[config.mk]
export PLATFORM = sky130hd
export DESIGN_NAME = mbhp_port
export DESIGN_NICKNAME = d
export VERILOG_FILES = /design/src/verilog/mbhp_pkg.sv /design/src/verilog/mbhp_port.sv /design/src/verilog/mbhp_sync.sv
export SDC_FILE = /design/constraint.sdc
export NUM_CORES = 1
export LEC_CHECK = 0
export BUFFER_PORTS_ARGS = -buffer_cell sky130_fd_sc_hd__buf_2
export CORE_MARGIN = 1
export CORE_UTILIZATION = 30
export DETAILED_ROUTE_END_ITERATION = 7
export PLACE_DENSITY = 0.41
export SKIP_CTS_REPAIR_TIMING = 1
export SLEW_MARGIN = 10
export SYNTH_ARGS = -nofsm -noshare
export SYNTH_HDL_FRONTEND = slang
export SYNTH_SLANG_ARGS = --single-unit
[constraint.sdc]
create_clock -name I_CLK -period 5.15 [get_ports I_CLK]
set_input_delay 1.03 -clock I_CLK [delete_from_list [all_inputs] [get_ports I_CLK]]
set_output_delay 1.03 -clock I_CLK [all_outputs]
set_load 0.03 [all_outputs]
[src/verilog/mbhp_pkg.sv]
package mbhp_pkg;

    // =====================================================================
    // Geometry
    localparam int unsigned MBHP_ADDR_W = 7;
    localparam int unsigned MBHP_DATA_W = 8;
    localparam int unsigned MBHP_LOCATIONS = 128;
    localparam int unsigned MBHP_CLOCK_REGS = 14;
    localparam int unsigned MBHP_GP_BYTES = 114;

    // =====================================================================
    // Reset values
    localparam logic [7:0] MBHP_MEM_RESET = 8'h00;
    localparam logic [6:0] MBHP_ADDR_RESET = 7'h00;

    // =====================================================================
    // Synchroniser depth
    localparam int unsigned MBHP_SYNC_STAGES = 2;

    // =====================================================================
    // Cycle states
    typedef enum logic [1:0] {
        MBHP_IDLE,
        MBHP_ADDR_HELD,
        MBHP_DONE
    } mbhp_state_t;

endpackage

[src/verilog/mbhp_port.sv]
`timescale 1ns/1ns
module mbhp_port
    import mbhp_pkg::*;
#(
    parameter int unsigned LOCATIONS = MBHP_LOCATIONS
)
(
    // Clock and reset
    input wire logic I_CLK,
    input wire logic I_RST_B,
    // Static configuration and supply status
    input wire logic I_PROTOCOL_SELECT,
    input wire logic I_POWER_FAIL,
    input wire logic I_DEV_RESET_B,
    // Bus strobes
    input wire logic I_ADDRESS_STROBE,
    input wire logic I_DATA_STROBE,
    input wire logic I_RW,
    input wire logic I_CS_B,
    // Shared address/data lines, split
    input wire logic [7:0] I_SHARED_ADDR_DATA_LINES,
    output logic [7:0] O_SHARED_ADDR_DATA_LINES,
    output logic O_SHARED_ADDR_DATA_OE,
    // Core view of access events
    output logic O_WRITE_PULSE,
    output logic [6:0] O_ACCESS_ADDR,
    output logic O_ADDR_VALID
);

    // =====================================================================
    // Input synchronisation
    logic [3:0] sync_s;
    logic as_s;
    logic dstrobe_s;
    logic rw_s;
    logic cs_b_s;
    logic as_d1_q;
    logic dstrobe_d1_q;
    logic rw_d1_q;
    logic [7:0] bus_s1_q;
    logic [7:0] bus_s2_q;
    logic [7:0] bus_d1_q;

    // I_RW and I_CS_B idle high and pass inverted so the synchroniser's reset value matches
    // their idle level; I_DATA_STROBE passes as is, so dstrobe_s rises after reset when I_PROTOCOL_SELECT is low
    mbhp_sync #(.WIDTH(4)) u_sync (
        .I_CLK(I_CLK),
        .I_RST_B(I_RST_B),
        .i_async({I_ADDRESS_STROBE, I_DATA_STROBE, ~I_RW, ~I_CS_B}),
        .o_sync(sync_s)
    );

    assign as_s = sync_s[3];
    assign dstrobe_s = sync_s[2];
    assign rw_s = ~sync_s[1];
    assign cs_b_s = ~sync_s[0];

    // Lines pass through the same depth plus one, so the sample at an edge
    // reflects the value that stood before the strobe moved.
    always_ff @(posedge I_CLK or negedge I_RST_B)
    begin
        if (!I_RST_B)
        begin
            as_d1_q <= 1'b0;
            dstrobe_d1_q <= 1'b0;
            rw_d1_q <= 1'b1;
            bus_s1_q <= 8'h00;
            bus_s2_q <= 8'h00;
            bus_d1_q <= 8'h00;
        end
        else
        begin
            as_d1_q <= as_s;
            dstrobe_d1_q <= dstrobe_s;
            rw_d1_q <= rw_s;
            bus_s1_q <= I_SHARED_ADDR_DATA_LINES;
            bus_s2_q <= bus_s1_q;
            bus_d1_q <= bus_s2_q;
        end
    end

    // =====================================================================
    // Edges and qualifiers
    logic as_fall;
    logic as_rise;
    logic dstrobe_fall;
    logic dstrobe_rise;
    logic rw_rise;
    logic mode_dstrobe;
    logic selected;
    logic write_ev;
    logic access_end;
    logic read_win;

    assign as_fall = as_d1_q & ~as_s;
    assign as_rise = ~as_d1_q & as_s;
    assign dstrobe_fall = dstrobe_d1_q & ~dstrobe_s;
    assign dstrobe_rise = ~dstrobe_d1_q & dstrobe_s;
    assign rw_rise = ~rw_d1_q & rw_s;
    assign mode_dstrobe = I_PROTOCOL_SELECT;
    // Power fail and held reset both look like a deselected chip
    assign selected = ~cs_b_s & ~I_POWER_FAIL & I_DEV_RESET_B;

    // =====================================================================
    // Address latch and cycle state
    mbhp_state_t state_q;
    logic [6:0] addr_q;

    always_ff @(posedge I_CLK or negedge I_RST_B)
    begin
        if (!I_RST_B)
        begin
            state_q <= MBHP_IDLE;
            addr_q <= MBHP_ADDR_RESET;
        end
        else
        begin
            if (as_rise)
            begin
                state_q <= MBHP_IDLE;
            end
            else if (as_fall)
            begin
                state_q <= MBHP_ADDR_HELD;
                addr_q <= bus_d1_q[6:0];
            end
            else if (state_q == MBHP_ADDR_HELD && access_end)
            begin
                // One access per captured address; deselected cycles also consume it
                state_q <= MBHP_DONE;
            end
        end
    end

    // =====================================================================
    // Access decode
    always_comb
    begin
        if (mode_dstrobe)
        begin
            write_ev = dstrobe_fall & ~rw_d1_q;
            access_end = dstrobe_fall;
            read_win = dstrobe_s & rw_s;
        end
        else
        begin
            write_ev = rw_rise;
            access_end = rw_rise | dstrobe_rise;
            read_win = ~dstrobe_s & rw_s;
        end
    end

    // =====================================================================
    // Storage
    logic [7:0] mem_q [LOCATIONS];
    logic do_write;

    assign do_write = write_ev & selected & (state_q == MBHP_ADDR_HELD);

    genvar gi;
    generate
        for (gi = 0; gi < LOCATIONS; gi++)
        begin : g_loc
            always_ff @(posedge I_CLK or negedge I_RST_B)
            begin
                if (!I_RST_B)
                begin
                    mem_q[gi] <= MBHP_MEM_RESET;
                end
                else if (do_write && addr_q == 7'(gi))
                begin
                    mem_q[gi] <= bus_d1_q;
                end
            end
        end
    endgenerate

    // =====================================================================
    // Read drive; data registered, enable follows the read window
    logic [7:0] rdata_q;
    logic oe_q;

    always_ff @(posedge I_CLK or negedge I_RST_B)
    begin
        if (!I_RST_B)
        begin
            rdata_q <= 8'h00;
            oe_q <= 1'b0;
        end
        else
        begin
            rdata_q <= mem_q[addr_q];
            oe_q <= read_win & selected & (state_q == MBHP_ADDR_HELD) & ~access_end;
        end
    end

    assign O_SHARED_ADDR_DATA_LINES = rdata_q;
    assign O_SHARED_ADDR_DATA_OE = oe_q;

    // =====================================================================
    // Core notification
    always_ff @(posedge I_CLK or negedge I_RST_B)
    begin
        if (!I_RST_B)
        begin
            O_WRITE_PULSE <= 1'b0;
            O_ACCESS_ADDR <= MBHP_ADDR_RESET;
            O_ADDR_VALID <= 1'b0;
        end
        else
        begin
            O_WRITE_PULSE <= do_write;
            O_ACCESS_ADDR <= addr_q;
            O_ADDR_VALID <= (state_q == MBHP_ADDR_HELD);
        end
    end

endmodule // mbhp_port

[src/verilog/mbhp_sync.sv]
`timescale 1ns/1ns
module mbhp_sync
    import mbhp_pkg::*;
#(
    parameter int unsigned WIDTH = 1
)
(
    // Clock and reset
    input wire logic I_CLK,
    input wire logic I_RST_B,
    // Asynchronous levels in, synchronous levels out
    input wire logic [WIDTH-1:0] i_async,
    output logic [WIDTH-1:0] o_sync
);

    // =====================================================================
    // Two-stage synchroniser; first stage feeds only the second
    logic [WIDTH-1:0] meta_q;
    logic [WIDTH-1:0] sync_q;

    always_ff @(posedge I_CLK or negedge I_RST_B)
    begin
        if (!I_RST_B)
        begin
            meta_q <= '0;
            sync_q <= '0;
        end
        else
        begin
            meta_q <= i_async;
            sync_q <= meta_q;
        end
    end

    assign o_sync = sync_q;

endmodule // mbhp_sync

==> metrics.md, run 1 <==
| Metric | Value |
|---|---|
| Status | finished clean |
| Num CTS Buffers | 136 |
| Cell variety after synth | 61 |
| Seq. cell area | 27200 µm² |
| Mux contribution to synthesized area | 35.5% |
| CP Launch Type | flop |
| Setup violation total in the final timing report | 0 |
| R2R Path Start | addr_q[0] |
| Post-DRT Antenna Nets | 0 |
| Syn Inst Count | about 3200 |
| Switching fraction of total power | 26.2% |
| Final GP Congestion | 0.768 |
| First-pass iteration count of the detailed router | 5 |
| DR iter-0 viols | ~1800 |
| Met3 routed WL | 5780 µm |
| Largest family of logic cells by synthesized area | multiplexers |
| Post-synthesis compound-gate area fraction | 2.80% |
| Total track usage | 19.2% |
| Post-synth EDFFs | 0 |
| Slew HR | approximately a quarter |
| Critical Path End Type | flop |
| Critical Path RT | around 5.7 ns |
| Post-Synth Simple-Gate Area | 4.18% |
| Max-cap violations | 0 |
| Reg power frac | 43.7% |
| Via count | 28300 |
| TritonCTS clock tree | done |
| Area grow syn2layout | 15.3% |
| Worst R2R Path Depth | 6 |
| Overall Power | 0.0202 W |
| Die width | 407 µm |
| Setup CP Type | reg -> reg |
| Total core area | 163000 µm² |
| Final worst-path cycle share | 73.2% |
| # fillers | 15700 |
| Worst-skew pair later-pin latency | 0.77 ns |
| Static Leak | approximately 27 nW |
| Reg-to-Reg End | O_SHARED_ADDR_DATA_LINES[7] |
| Reg2reg setup slack | 1.38 ns |
| Largest net degree at the start of global routing | roughly 120 |
| Core Util, Final | 34.8% |
| Crit path arrival time | between 4 and 5 ns |
| CTS root buffer | clkbuf_16 |
| Vias/cell | 5.13 |
| Unrepaired setup endpoints after global routing | no |
| Syn Area/Cell | roughly 15 µm² |
| Residual DRC | 0 |
| Final slew viol count | 0 |
| Fin Hold WS | 0.322 ns |
| Worst IR Drop VDD | 0.212 mV |
| H-tree level count | 4 |
| Mapped Nets | 3201 |
| Longest Clk Path Bufs | 3 |
| Power per cell area | 356 nW/µm² |
| Post-synth design cell area | 49100 µm² |
| Post-Synth XOR/XNOR Area | 0% |
| Crit path from | addr_q[0] |
| Initial Utilization | between 30 and 40% |
| Cell row count | 148 |
| Post-DP HPWL | just over 100000 µm |
| Clock power frac | 46.8% |
| P_int | 0.0149 W |
| Die Ht | 407 µm |
| Layout Nets | 3255 |
| Hold WC Path Type | in -> async |
| Die footprint | 165000 µm² |
| Post-Synth Adder-Cell Area | less than 1% |
| Critical path peak fanout | 34 |
| Crit path time final | 3.77 ns |
| Worst setup endpoint | O_SHARED_ADDR_DATA_LINES[7] |
| Achievable clock frequency | 0.265 GHz |
| Wirelength per Cell | around 28 µm |
| Port buffer count | 34 |
| Yosys warns | 0 |
| Ys async rst share | 100% |
| Top FF cell, synth | dfrtp_1 |
| Reg clk slew, reported paths | approximately 0.060 ns |
| Final setup skew | 0.0260 ns |
| Clock sinks | 1086 |
| Initial antenna violation count | 4 |
| Register area share after synthesis | 55.3% |
| Slew @ Worst Pin | 1.12 ns |
| Post-route setup TNS | 0 ns |
| Vias in the first global route | 30900 |
| Part of the power in combinational logic | 9.5% |
| Share of layout cells above drive strength 1 | between 50% and 60% |
| Final Hold Fails | 0 |
| Final wirelength | 155000 µm |
| I/O Pins | 35 |
| Routed length on met1 | 72100 µm |
| Congestion Overflow GR | 0 |
| Seq cells post-synth | 1086 |
| NetSw | 0.00529 W |
| Global-route wire length before repair | 229000 µm |
| Detail Route met2 WL | 74000 µm |
| Multi-input gate area | 20900 µm² |
| Top routing layer used | met4 |
-- power by group through the flow --
| stage | Combinational (W) | Clock [W] | Sequential, W |
|---|---|---|---|
| floorplan | 0.00104 | 0 | 0.00887 |
| global placement | 0.00194 | 0 | 0.00897 |
| detailed placement | 0.00195 | 0 | 0.00898 |
| CTS | 0.00195 | 0.00974 | 0.00882 |
| global route | 0.00203 | 0.0101 | 0.00883 |
| finish | 0.00191 | 0.00945 | 0.00882 |
-- how the worst min path moves through the flow --
stage | from | end | cells past startpoint
final | I_RST_B | mem_q[71] | 1
after global routing | I_ADDRESS_STROBE | u_sync.meta_q[3] | 1
after CTS | I_SHARED_ADDR_DATA_LINES[7] | bus_s1_q[7] | 1
after detailed placement | bus_s1_q[1] | bus_s2_q[1] | 0
after global placement | bus_s1_q[3] | bus_s2_q[3] | 0
after floorplan | bus_s2_q[0] | bus_d1_q[0] | 0
-- cell type report --
cell class | count | share of cell area [%]
timing repair buffer | 153 | 2.29
antenna | 3 | 0.0133
clock buffer | 203 | 7.29
clock inverter | 31 | 0.521
tap | 2175 | 4.81
inverter | 10 | 0.0663
multi-input combinational | 1850 | 36.9
sequential | 1086 | 48.1
-- critical path, cell delays in order, from the launching register on --
cell and delay, ns:
dfrtp_4 1.05, buf_4 0.61, mux4_2 0.33, mux2i_1 0.13, a211oi_1 0.68, nand2_1 0.14, a32oi_1 0.59
-- sequential cells by signal (all words and copies together), names as in the netlist, 2 cells and up --
| signal | flops |
|---|---|
| bus_s2_q | 8 |
| bus_s1_q | 8 |
| mem_q | 1024 |
| state_q | 2 |
| bus_d1_q | 8 |
| O_ACCESS_ADDR | 7 |
| u_sync.meta_q | 4 |
| O_SHARED_ADDR_DATA_LINES | 8 |
| u_sync.o_sync | 4 |
| addr_q | 7 |
-- kinds of logic after synthesis --
logic type | after synthesis
mux | 1361
flops | 1086
simple gates | 299
buf+inv | 247
compound gates | 189
fa+ha+maj | 1
-- metal layers --
| layer | global-route usage [%] | vias to the layer above |
|---|---|---|
| met1 | 26.7 | 15600 |
| met3 | 3.18 | 192 |
| met2 | 30.8 | 493 |
| met5 | 0 | - |
| met4 | 4.97 | 0 |
| li1 | - | 11900 |
-- cells in the mapped netlist (4+ instances only) --
cell type / count / area share (%)
dfrtp_1: 1085 / 55
mux2_2: 1017 / 23
mux4_2: 203 / 9.3
clkbuf_1: 163 / 1.2
mux2i_1: 125 / 2.5
nor2_2: 81 / 1.0
nand2_1: 61 / 0.47
a22oi_1: 51 / 0.78
buf_2: 44 / 0.45
nand3_1: 34 / 0.35
a21oi_1: 26 / 0.26
a22o_1: 19 / 0.34
buf_1: 19 / 0.15
nor2_4: 18 / 0.41
o21ai_0: 18 / 0.18
o22ai_1: 17 / 0.22
mux2_1: 16 / 0.37
nor2_8: 14 / 0.57
nor2b_1: 14 / 0.18
nor2_1: 13 / 0.099
a31oi_1: 11 / 0.14
a221oi_1: 9 / 0.16
and2_1: 9 / 0.11
inv_1: 9 / 0.069
buf_4: 8 / 0.12
nand3_4: 7 / 0.25
or3_1: 7 / 0.089
nand3_2: 6 / 0.12
nand4_1: 6 / 0.076
a211oi_1: 5 / 0.076
nand3b_1: 5 / 0.076
o221ai_1: 5 / 0.089
a2111oi_0: 4 / 0.071
nor4_1: 4 / 0.051
-- per-stage QoR --
| stage | cells | worst slack, ns | cell area [µm²] |
|---|---|---|---|
| 6_report | 5511 | 1.38 | 56600 |
| 5_1_grt | 5508 | 1.23 | 56600 |
| 4_1_cts | 5508 | 1.41 | 56600 |
| 3_5_place_dp | 5274 | 1.08 | 52200 |
| 3_3_place_gp | 5274 | 1.07 | 52200 |
| 2_1_floorplan | 3183 | 1.87 | 49100 |
-- placed cells by master, fill, tap and decap left out, types with 4 or more instances in the layout --
cell type | synthesis | final
nand2_1 | 61 | 61
buf_2 | 44 | 33
o22ai_1 | 17 | 17
a2111oi_0 | 4 | 4
inv_6 | 0 | 7
and2_1 | 9 | 9
clkbuf_16 | 0 | 140
buf_12 | 0 | 18
o21ai_0 | 18 | 18
o221ai_1 | 5 | 5
nand3_1 | 34 | 34
mux2_1 | 16 | 16
a221oi_1 | 9 | 9
mux2i_1 | 125 | 125
a211oi_1 | 5 | 5
a21oi_1 | 26 | 26
or3_1 | 7 | 7
mux4_2 | 203 | 203
dfrtp_1 | 1085 | 1073
clkbuf_1 | 163 | 24
buf_4 | 8 | 101
nor2_2 | 81 | 82
a22o_1 | 19 | 19
a22oi_1 | 51 | 51
clkbuf_8 | 0 | 39
a31oi_1 | 11 | 11
nand4_1 | 6 | 6
nor2b_1 | 14 | 11
nor2_4 | 18 | 18
nand3b_1 | 5 | 5
inv_1 | 9 | 9
nor2_1 | 13 | 12
dfrtp_4 | 0 | 11
nand3_2 | 6 | 6
clkinv_2 | 0 | 16
nor2_8 | 14 | 14
nand3_4 | 7 | 7
nor4_1 | 4 | 4
mux2_2 | 1017 | 1017
Power figures use the tool's default switching activity.
==> run 2: changes to the inputs <==
--- a/config.mk
+++ b/config.mk
@@ -9,7 +9,7 @@
 export CORE_MARGIN = 1
 export CORE_UTILIZATION = 30
 export DETAILED_ROUTE_END_ITERATION = 7
-export PLACE_DENSITY = 0.41
+export PLACE_DENSITY = 0.42
 export SKIP_CTS_REPAIR_TIMING = 1
 export SLEW_MARGIN = 10
 export SYNTH_ARGS = -nofsm -noshare
==> constraint.sdc (replaced) <==
create_clock -name I_CLK -period 3.3 [get_ports I_CLK]
set_input_delay 0.66 -clock I_CLK [delete_from_list [all_inputs] [get_ports I_CLK]]
set_output_delay 0.66 -clock I_CLK [all_outputs]
set_load 0.03 [all_outputs]
==> metrics.md, run 2 (synthesis results as in run 1) <==
| Metric | Value |
|---|---|
| Violated checks | negative setup slack |
| Final cell count without fillers | around 5700 |
| Slowest CP cell | nor4_1 |
| CP Cell Sequence | buf_12, buf_4, mux4_2, a211oi_1, buf_4, nor4_1, o22a_1 |
| Setup violation total in the final timing report | 1 |
| Final worst-path cycle share | 101% |
| Status | finished with violations |
| Congestion Overflow GR | 0 |
| Crit path arrival time | ~4 ns |
| Reg clk slew, reported paths | 0.06 ns |
| Final Hold Fails | 0 |
| Vias in the first global route | around 32000 |
| Crit path time final | ~3.3 ns |
| Via count | 29000 |
| DR iter-0 viols | between 1500 and 2000 |
| Setup CP Type | reg -> reg |
| Share of layout cells above drive strength 1 | 54.3% |
| Global-route wire length before repair | 231000 µm |
| TritonCTS clock tree | done |
| Area grow syn2layout | 19.0% |
| Final wirelength | 154000 µm |
| Most flops, register | mem_q |
| Vias/cell | 5.08 |
| Most used cell, CP | buf_4 |
| Critical path peak fanout | 36 |
| Die Ht | 407 µm |
| H-tree level count | 4 |
| Total track usage | 19.1% |
| I/O Pins | 35 |
| Achievable clock frequency | between 0.3 and 0.4 GHz |
| Post-DRT Antenna Nets | 0 |
| Post-Place Setup Slack | -0.611 ns |
| Final setup skew | approximately 0.031 ns |
| Post-DP HPWL | 104000 µm |
| Power per cell area | 544 nW/µm² |
| Worst-skew pair later-pin latency | 0.79 ns |
| Port buffer count | 34 |
| Static Leak | between 20 and 30 nW |
| Largest net degree at the start of global routing | around 140 |
| Worst setup margin | -0.0198 ns |
| Slew HR | between 10% and 20% |
| Max reg flops | between 1000 and 1500 |
| Hold WC Path Type | in -> reg |
| Critical Path RT | approximately 4 ns |
| Placed Instances | 5462 |
| Worst IR Drop VDD | 0.392 mV |
| Die width | around 410 µm |
| Num CTS Buffers | 133 |
| Max-cap violations | 0 |
| Initial Utilization | 30.2% |
| Clock sinks | 1086 |
| Critical Path End Type | flop |
| CTS root buffer | clkbuf_16 |
| Initial antenna violation count | 4 |
| Total core area | 163000 µm² |
| Final slew viol count | 0 |
| Unrepaired setup endpoints after global routing | no |
| Final GP Congestion | 0.807 |
| Most frequent cells in the layout | 1073 x dfrtp_1, 1017 x mux2_2, 265 x buf_4 |
| Slew @ Worst Pin | 1.19 ns |
| Residual DRC | 0 |
| CP Launch Type | flop |
| Die footprint | 165000 µm² |
| Layout Nets | 3453 |
| Most common cell after layout, fill and taps aside | dfrtp_1 |
| Peak per-stage delay on the critical path | 0.99 ns |
| Wirelength per Cell | 27.0 µm |
| Cell row count | 148 |
| First-pass iteration count of the detailed router | 5 |
| Longest Clk Path Bufs | 3 |
## run 2: report_power, final
part | internal, W | total [W] | switching (W)
combinational | 0.00119 | 0.00332 | 0.00213
clock | 0.00869 | 0.0147 | 0.00599
sequential | 0.0135 | 0.0138 | 0.000331
total | 0.0233 | 0.0318 | 0.00845
## run 2: worst paths after layout
kind	slack, ns	end	start	cells after the start
max	-0.02	O_SHARED_ADDR_DATA_LINES[2]	addr_q[3]	7
min	0.25	O_SHARED_ADDR_DATA_OE	I_PROTOCOL_SELECT	3
min reg2reg	0.34	bus_s2_q[2]	bus_s1_q[2]	0
min in group asynchronous	0.47	mem_q[299]	I_RST_B	2
max in group asynchronous	1.60	mem_q[751]	I_RST_B	3
max reg2reg	-0.02	O_SHARED_ADDR_DATA_LINES[2]	addr_q[3]	7
## run 2: per-stage QoR
stage          hold slack [ns]  setup TNS [ns]  utilization [%]  instance area (µm²)  total power [W]
6_report                 0.252         -0.0198             36.0                58500           0.0318
5_1_grt                  0.228               0             35.9                58400           0.0330
4_1_cts                 -0.187          -0.675             35.8                58300           0.0323
3_5_place_dp             0.335          -0.611             33.2                53900           0.0174
3_3_place_gp             0.334          -0.677             33.2                53900           0.0174
2_1_floorplan            0.331               0                -                49100           0.0155
## run 2: per-layer routing
| metal | track usage [%] | vias to the layer above | wire length (µm) |
|---|---|---|---|
| li1 | - | 12300 | - |
| met1 | 26.5 | 16000 | 71900 |
| met2 | 30.6 | 471 | 72600 |
| met3 | 3.18 | 228 | 5540 |
| met4 | 5.65 | 2 | 4180 |
| met5 | 0 | - | 12 |
## run 2: layout make-up
type                       count  area, µm²
antenna                        5       12.5
clock buffer                 192       3870
clock inverter                40        508
fill                       15600     104000
inverter                      10       37.5
multi-input combinational   1850      20900
sequential                  1086      27200
tap                         2175       2720
timing repair buffer         354       3140
## run 2: critical path: cells and delay by family, from the launching register on
family,cells,cell delay [ns]
simple gates,1,0.99
flops,1,0.98
buf+inv,3,0.64
compound gates,2,0.35
mux,1,0.23
==> run 3: changes to the inputs <==
--- a/config.mk
+++ b/config.mk
@@ -5,13 +5,13 @@
 export SDC_FILE = /design/constraint.sdc
 export NUM_CORES = 1
 export LEC_CHECK = 0
+export ABC_AREA = 1
 export BUFFER_PORTS_ARGS = -buffer_cell sky130_fd_sc_hd__buf_2
 export CORE_MARGIN = 1
 export CORE_UTILIZATION = 30
 export DETAILED_ROUTE_END_ITERATION = 7
 export PLACE_DENSITY = 0.42
 export SKIP_CTS_REPAIR_TIMING = 1
-export SLEW_MARGIN = 10
 export SYNTH_ARGS = -nofsm -noshare
 export SYNTH_HDL_FRONTEND = slang
 export SYNTH_SLANG_ARGS = --single-unit
==> metrics.md, run 3 <==
| Metric | Value |
|---|---|
| Status | finished clean |
| Critical path peak fanout | 41 |
| Largest net degree at the start of global routing | 106 |
| Cell variety after synth | 24 |
| Post-synth EDFFs | 0 |
| DR iter-0 viols | 3045 |
| Congestion Overflow GR | 0 |
| Static Leak | 27.7 nW |
| CP Launch Type | flop |
| Initial antenna violation count | 5 |
| Placed Instances | 8266 |
| Die Ht | approximately 410 µm |
| Placement Cell Area | 52600 µm² |
| Ys async rst share | 100% |
| Layout Nets | ~6300 |
| Hold WC Path Type | in -> reg |
| Register area share after synthesis | a little under three fifths |
| Slowest CP cell | o21ai_0 |
| Post-synth design cell area | ~49000 µm² |
| P_int | 0.0230 W |
| Most frequent cells in the layout | 3248 x nand2_1, 1128 x o21ai_0, 1083 x dfrtp_1 |
| Final cell count without fillers | around 8500 |
| Final wirelength | 174000 µm |
| Worst setup margin | ~0.11 ns |
| Die footprint | 165000 µm² |
| Core Util, Final | 35.6% |
| Power per cell area | approximately 550 nW/µm² |
| Num CTS Buffers | 136 |
| Commonest cells in the netlist | 3248 x nand2_1, 1132 x o21ai_0, 1085 x dfrtp_1 |
| Share of layout cells above drive strength 1 | 8.90% |
| Clock power frac | 48.3% |
| Syn Inst Count | between 6000 and 7000 |
| NetSw | 0.00863 W |
| Global-route wire length before repair | 267000 µm |
| Setup CP Type | reg -> reg |
| Yosys warns | 0 |
| CP Cell Sequence | inv_8, buf_12, buf_4, nand2_1, a21oi_1, o21ai_0, nand2_1, o21ai_0, nand2_1, nor2_1, nor2_1 |
| Vias in the first global route | between 40000 and 50000 |
| Peak per-stage delay on the critical path | 0.78 ns |
| Top FF cell, synth | dfrtp_1 |
| Wirelength per Cell | roughly 20 µm |
| H-tree level count | 4 |
| Total core area | 161000 µm² |
| Crit path time final | 3.19 ns |
| Via count | roughly 41000 |
| Switching fraction of total power | 27.3% |
| Slew HR | 35.8% |
| Final worst-path cycle share | roughly 97% |
| Critical Path RT | 3.98 ns |
| Final GP Congestion | approximately 0.80 |
| Crit path arrival time | 3.87 ns |
| Yosys top cell by area | dfrtp_1 |
| Worst-skew pair later-pin latency | ~0.79 ns |
| Vias/cell | 4.84 |
| Mapped Nets | 6301 |
| Cell row count | ~150 |
| Share of the synthesized area in the top cell type | 55.5% |
| Area grow syn2layout | 17.2% |
| Reg clk slew, reported paths | approximately 0.06 ns |
| Seq cells post-synth | 1086 |
| Post-DP HPWL | 108000 µm |
| Longest Clk Path Bufs | 3 |
| Worst IR Drop VDD | ~0.55 mV |
| Post-Place Setup Slack | -0.0176 ns |
| Post-route setup TNS | 0 ns |
| Part of the power in combinational logic | 8.8% |
| Post-DRT Antenna Nets | 0 |
| Syn Area/Cell | 7.79 µm² |
| Die width | 406 µm |
| I/O Pins | 35 |
| Reg power frac | 42.9% |
| Final instance area | between 50000 and 60000 µm² |
| Most common cell after layout, fill and taps aside | nand2_1 |
| Initial Utilization | 30.3% |
| CTS root buffer | clkbuf_16 |
| Total track usage | 21.4% |
| Setup violation total in the final timing report | 0 |
| Residual DRC | 0 |
| Area contributors post-synth | dfrtp_1 55%, nand2_1 25%, o21ai_0 12%, clkbuf_1 2.9%, nand4_1 1.4% |
| Port buffer count | 34 |
| Final slew viol count | 0 |
| Max reg flops | 1024 |
| Achievable clock frequency | between 0.3 and 0.4 GHz |
| Clock sinks | between 1000 and 1500 |
| Final Hold Fails | 0 |
| Slew @ Worst Pin | 0.953 ns |
| Max-cap violations | 0 |
| Count leader, synth | nand2_1 |
| Critical Path End Type | flop |
| Unrepaired setup endpoints after global routing | no |
| First-pass iteration count of the detailed router | 6 |
| Most used cell, CP | nand2_1 |
| Most flops, register | mem_q |
| Final setup skew | around 0.035 ns |
| TritonCTS clock tree | done |
==> run 3: cell types whose count changed after synthesis, moves of 57 or more <==
| cell | before | now |
|---|---|---|
| nand2_1 | 61 | 3248 |
| o21ai_0 | 18 | 1132 |
| mux2_2 | 1017 | 0 |
| clkbuf_1 | 163 | 374 |
| mux4_2 | 203 | 0 |
| mux2i_1 | 125 | 0 |
| nand4_1 | 6 | 111 |
| nor2_2 | 81 | 2 |
| nand3_1 | 34 | 91 |
==> run 3: critical path, delay by kind of cell (launching register included) <==
kind / cells / cell delay (ns)
compound gates: 3 / 1.17
buf+inv: 3 / 0.70
flops: 1 / 0.65
simple gates: 5 / 0.50
==> run 3: area by class of cell <==
type                    count  area [µm²]
clock inverters            40         479
multi-input cells        4694       19800
fillers                 17000      104000
clock buffers             203        4100
repair buffers            306        2890
flip-flops and latches   1086       27200
well taps                2160        2700
inverters                  33         183
diodes                      2        5.00
==> run 3: power by group through the flow <==
stage | clock network [W] | registers, W | logic [W]
2_1_floorplan | 0 | 0.0138 | 0.00115
3_3_place_gp | 0 | 0.0138 | 0.00282
3_5_place_dp | 0 | 0.0138 | 0.00281
4_1_cts | 0.0157 | 0.0136 | 0.00281
5_1_grt | 0.0162 | 0.0136 | 0.00298
6_report | 0.0153 | 0.0136 | 0.00277
==> run 3: final timing paths <==
path / slack, ns / from / cells past startpoint / to
max: 0.11 / addr_q[0] / 11 / O_SHARED_ADDR_DATA_LINES[4]
min: 0.14 / I_POWER_FAIL / 4 / O_SHARED_ADDR_DATA_OE
max reg2reg: 0.11 / addr_q[0] / 11 / O_SHARED_ADDR_DATA_LINES[4]
min reg2reg: 0.32 / bus_s2_q[7] / 0 / bus_d1_q[7]
max in group asynchronous: 1.83 / I_RST_B / 4 / mem_q[678]
min in group asynchronous: 0.44 / I_RST_B / 2 / mem_q[969]
==> run 3: layer usage <==
layer | global-route usage [%] | vias to the layer above | part of all wire [%]
met1 | 30.5 | 20000 | 48
met2 | 32.7 | 901 | 44
li1 | - | 20100 | -
met5 | 0 | - | 0
met3 | 3.53 | 251 | 4.8
met4 | 7.04 | 0 | 2.9
==> run 3: cell families after synthesis <==
group | after synthesis | share of synthesized area [%]
xor gates and xnor gates | 1 | 0.0179
DFF | 1086 | 55.5
adders and majority gates | 1 | 0.0256
buffers and inverters | 503 | 4.07
AOI/OAI and AO/OA | 1168 | 11.9
and+or+nand+nor | 3524 | 28.4
==> run 3: per-stage QoR <==
step | hold slack, ns | power, W
floorplan | 0.331 | 0.0149
global route | 0.135 | 0.0328
CTS | -0.211 | 0.0321
detailed placement | 0.335 | 0.0166
global placement | 0.333 | 0.0166
finish | 0.140 | 0.0317
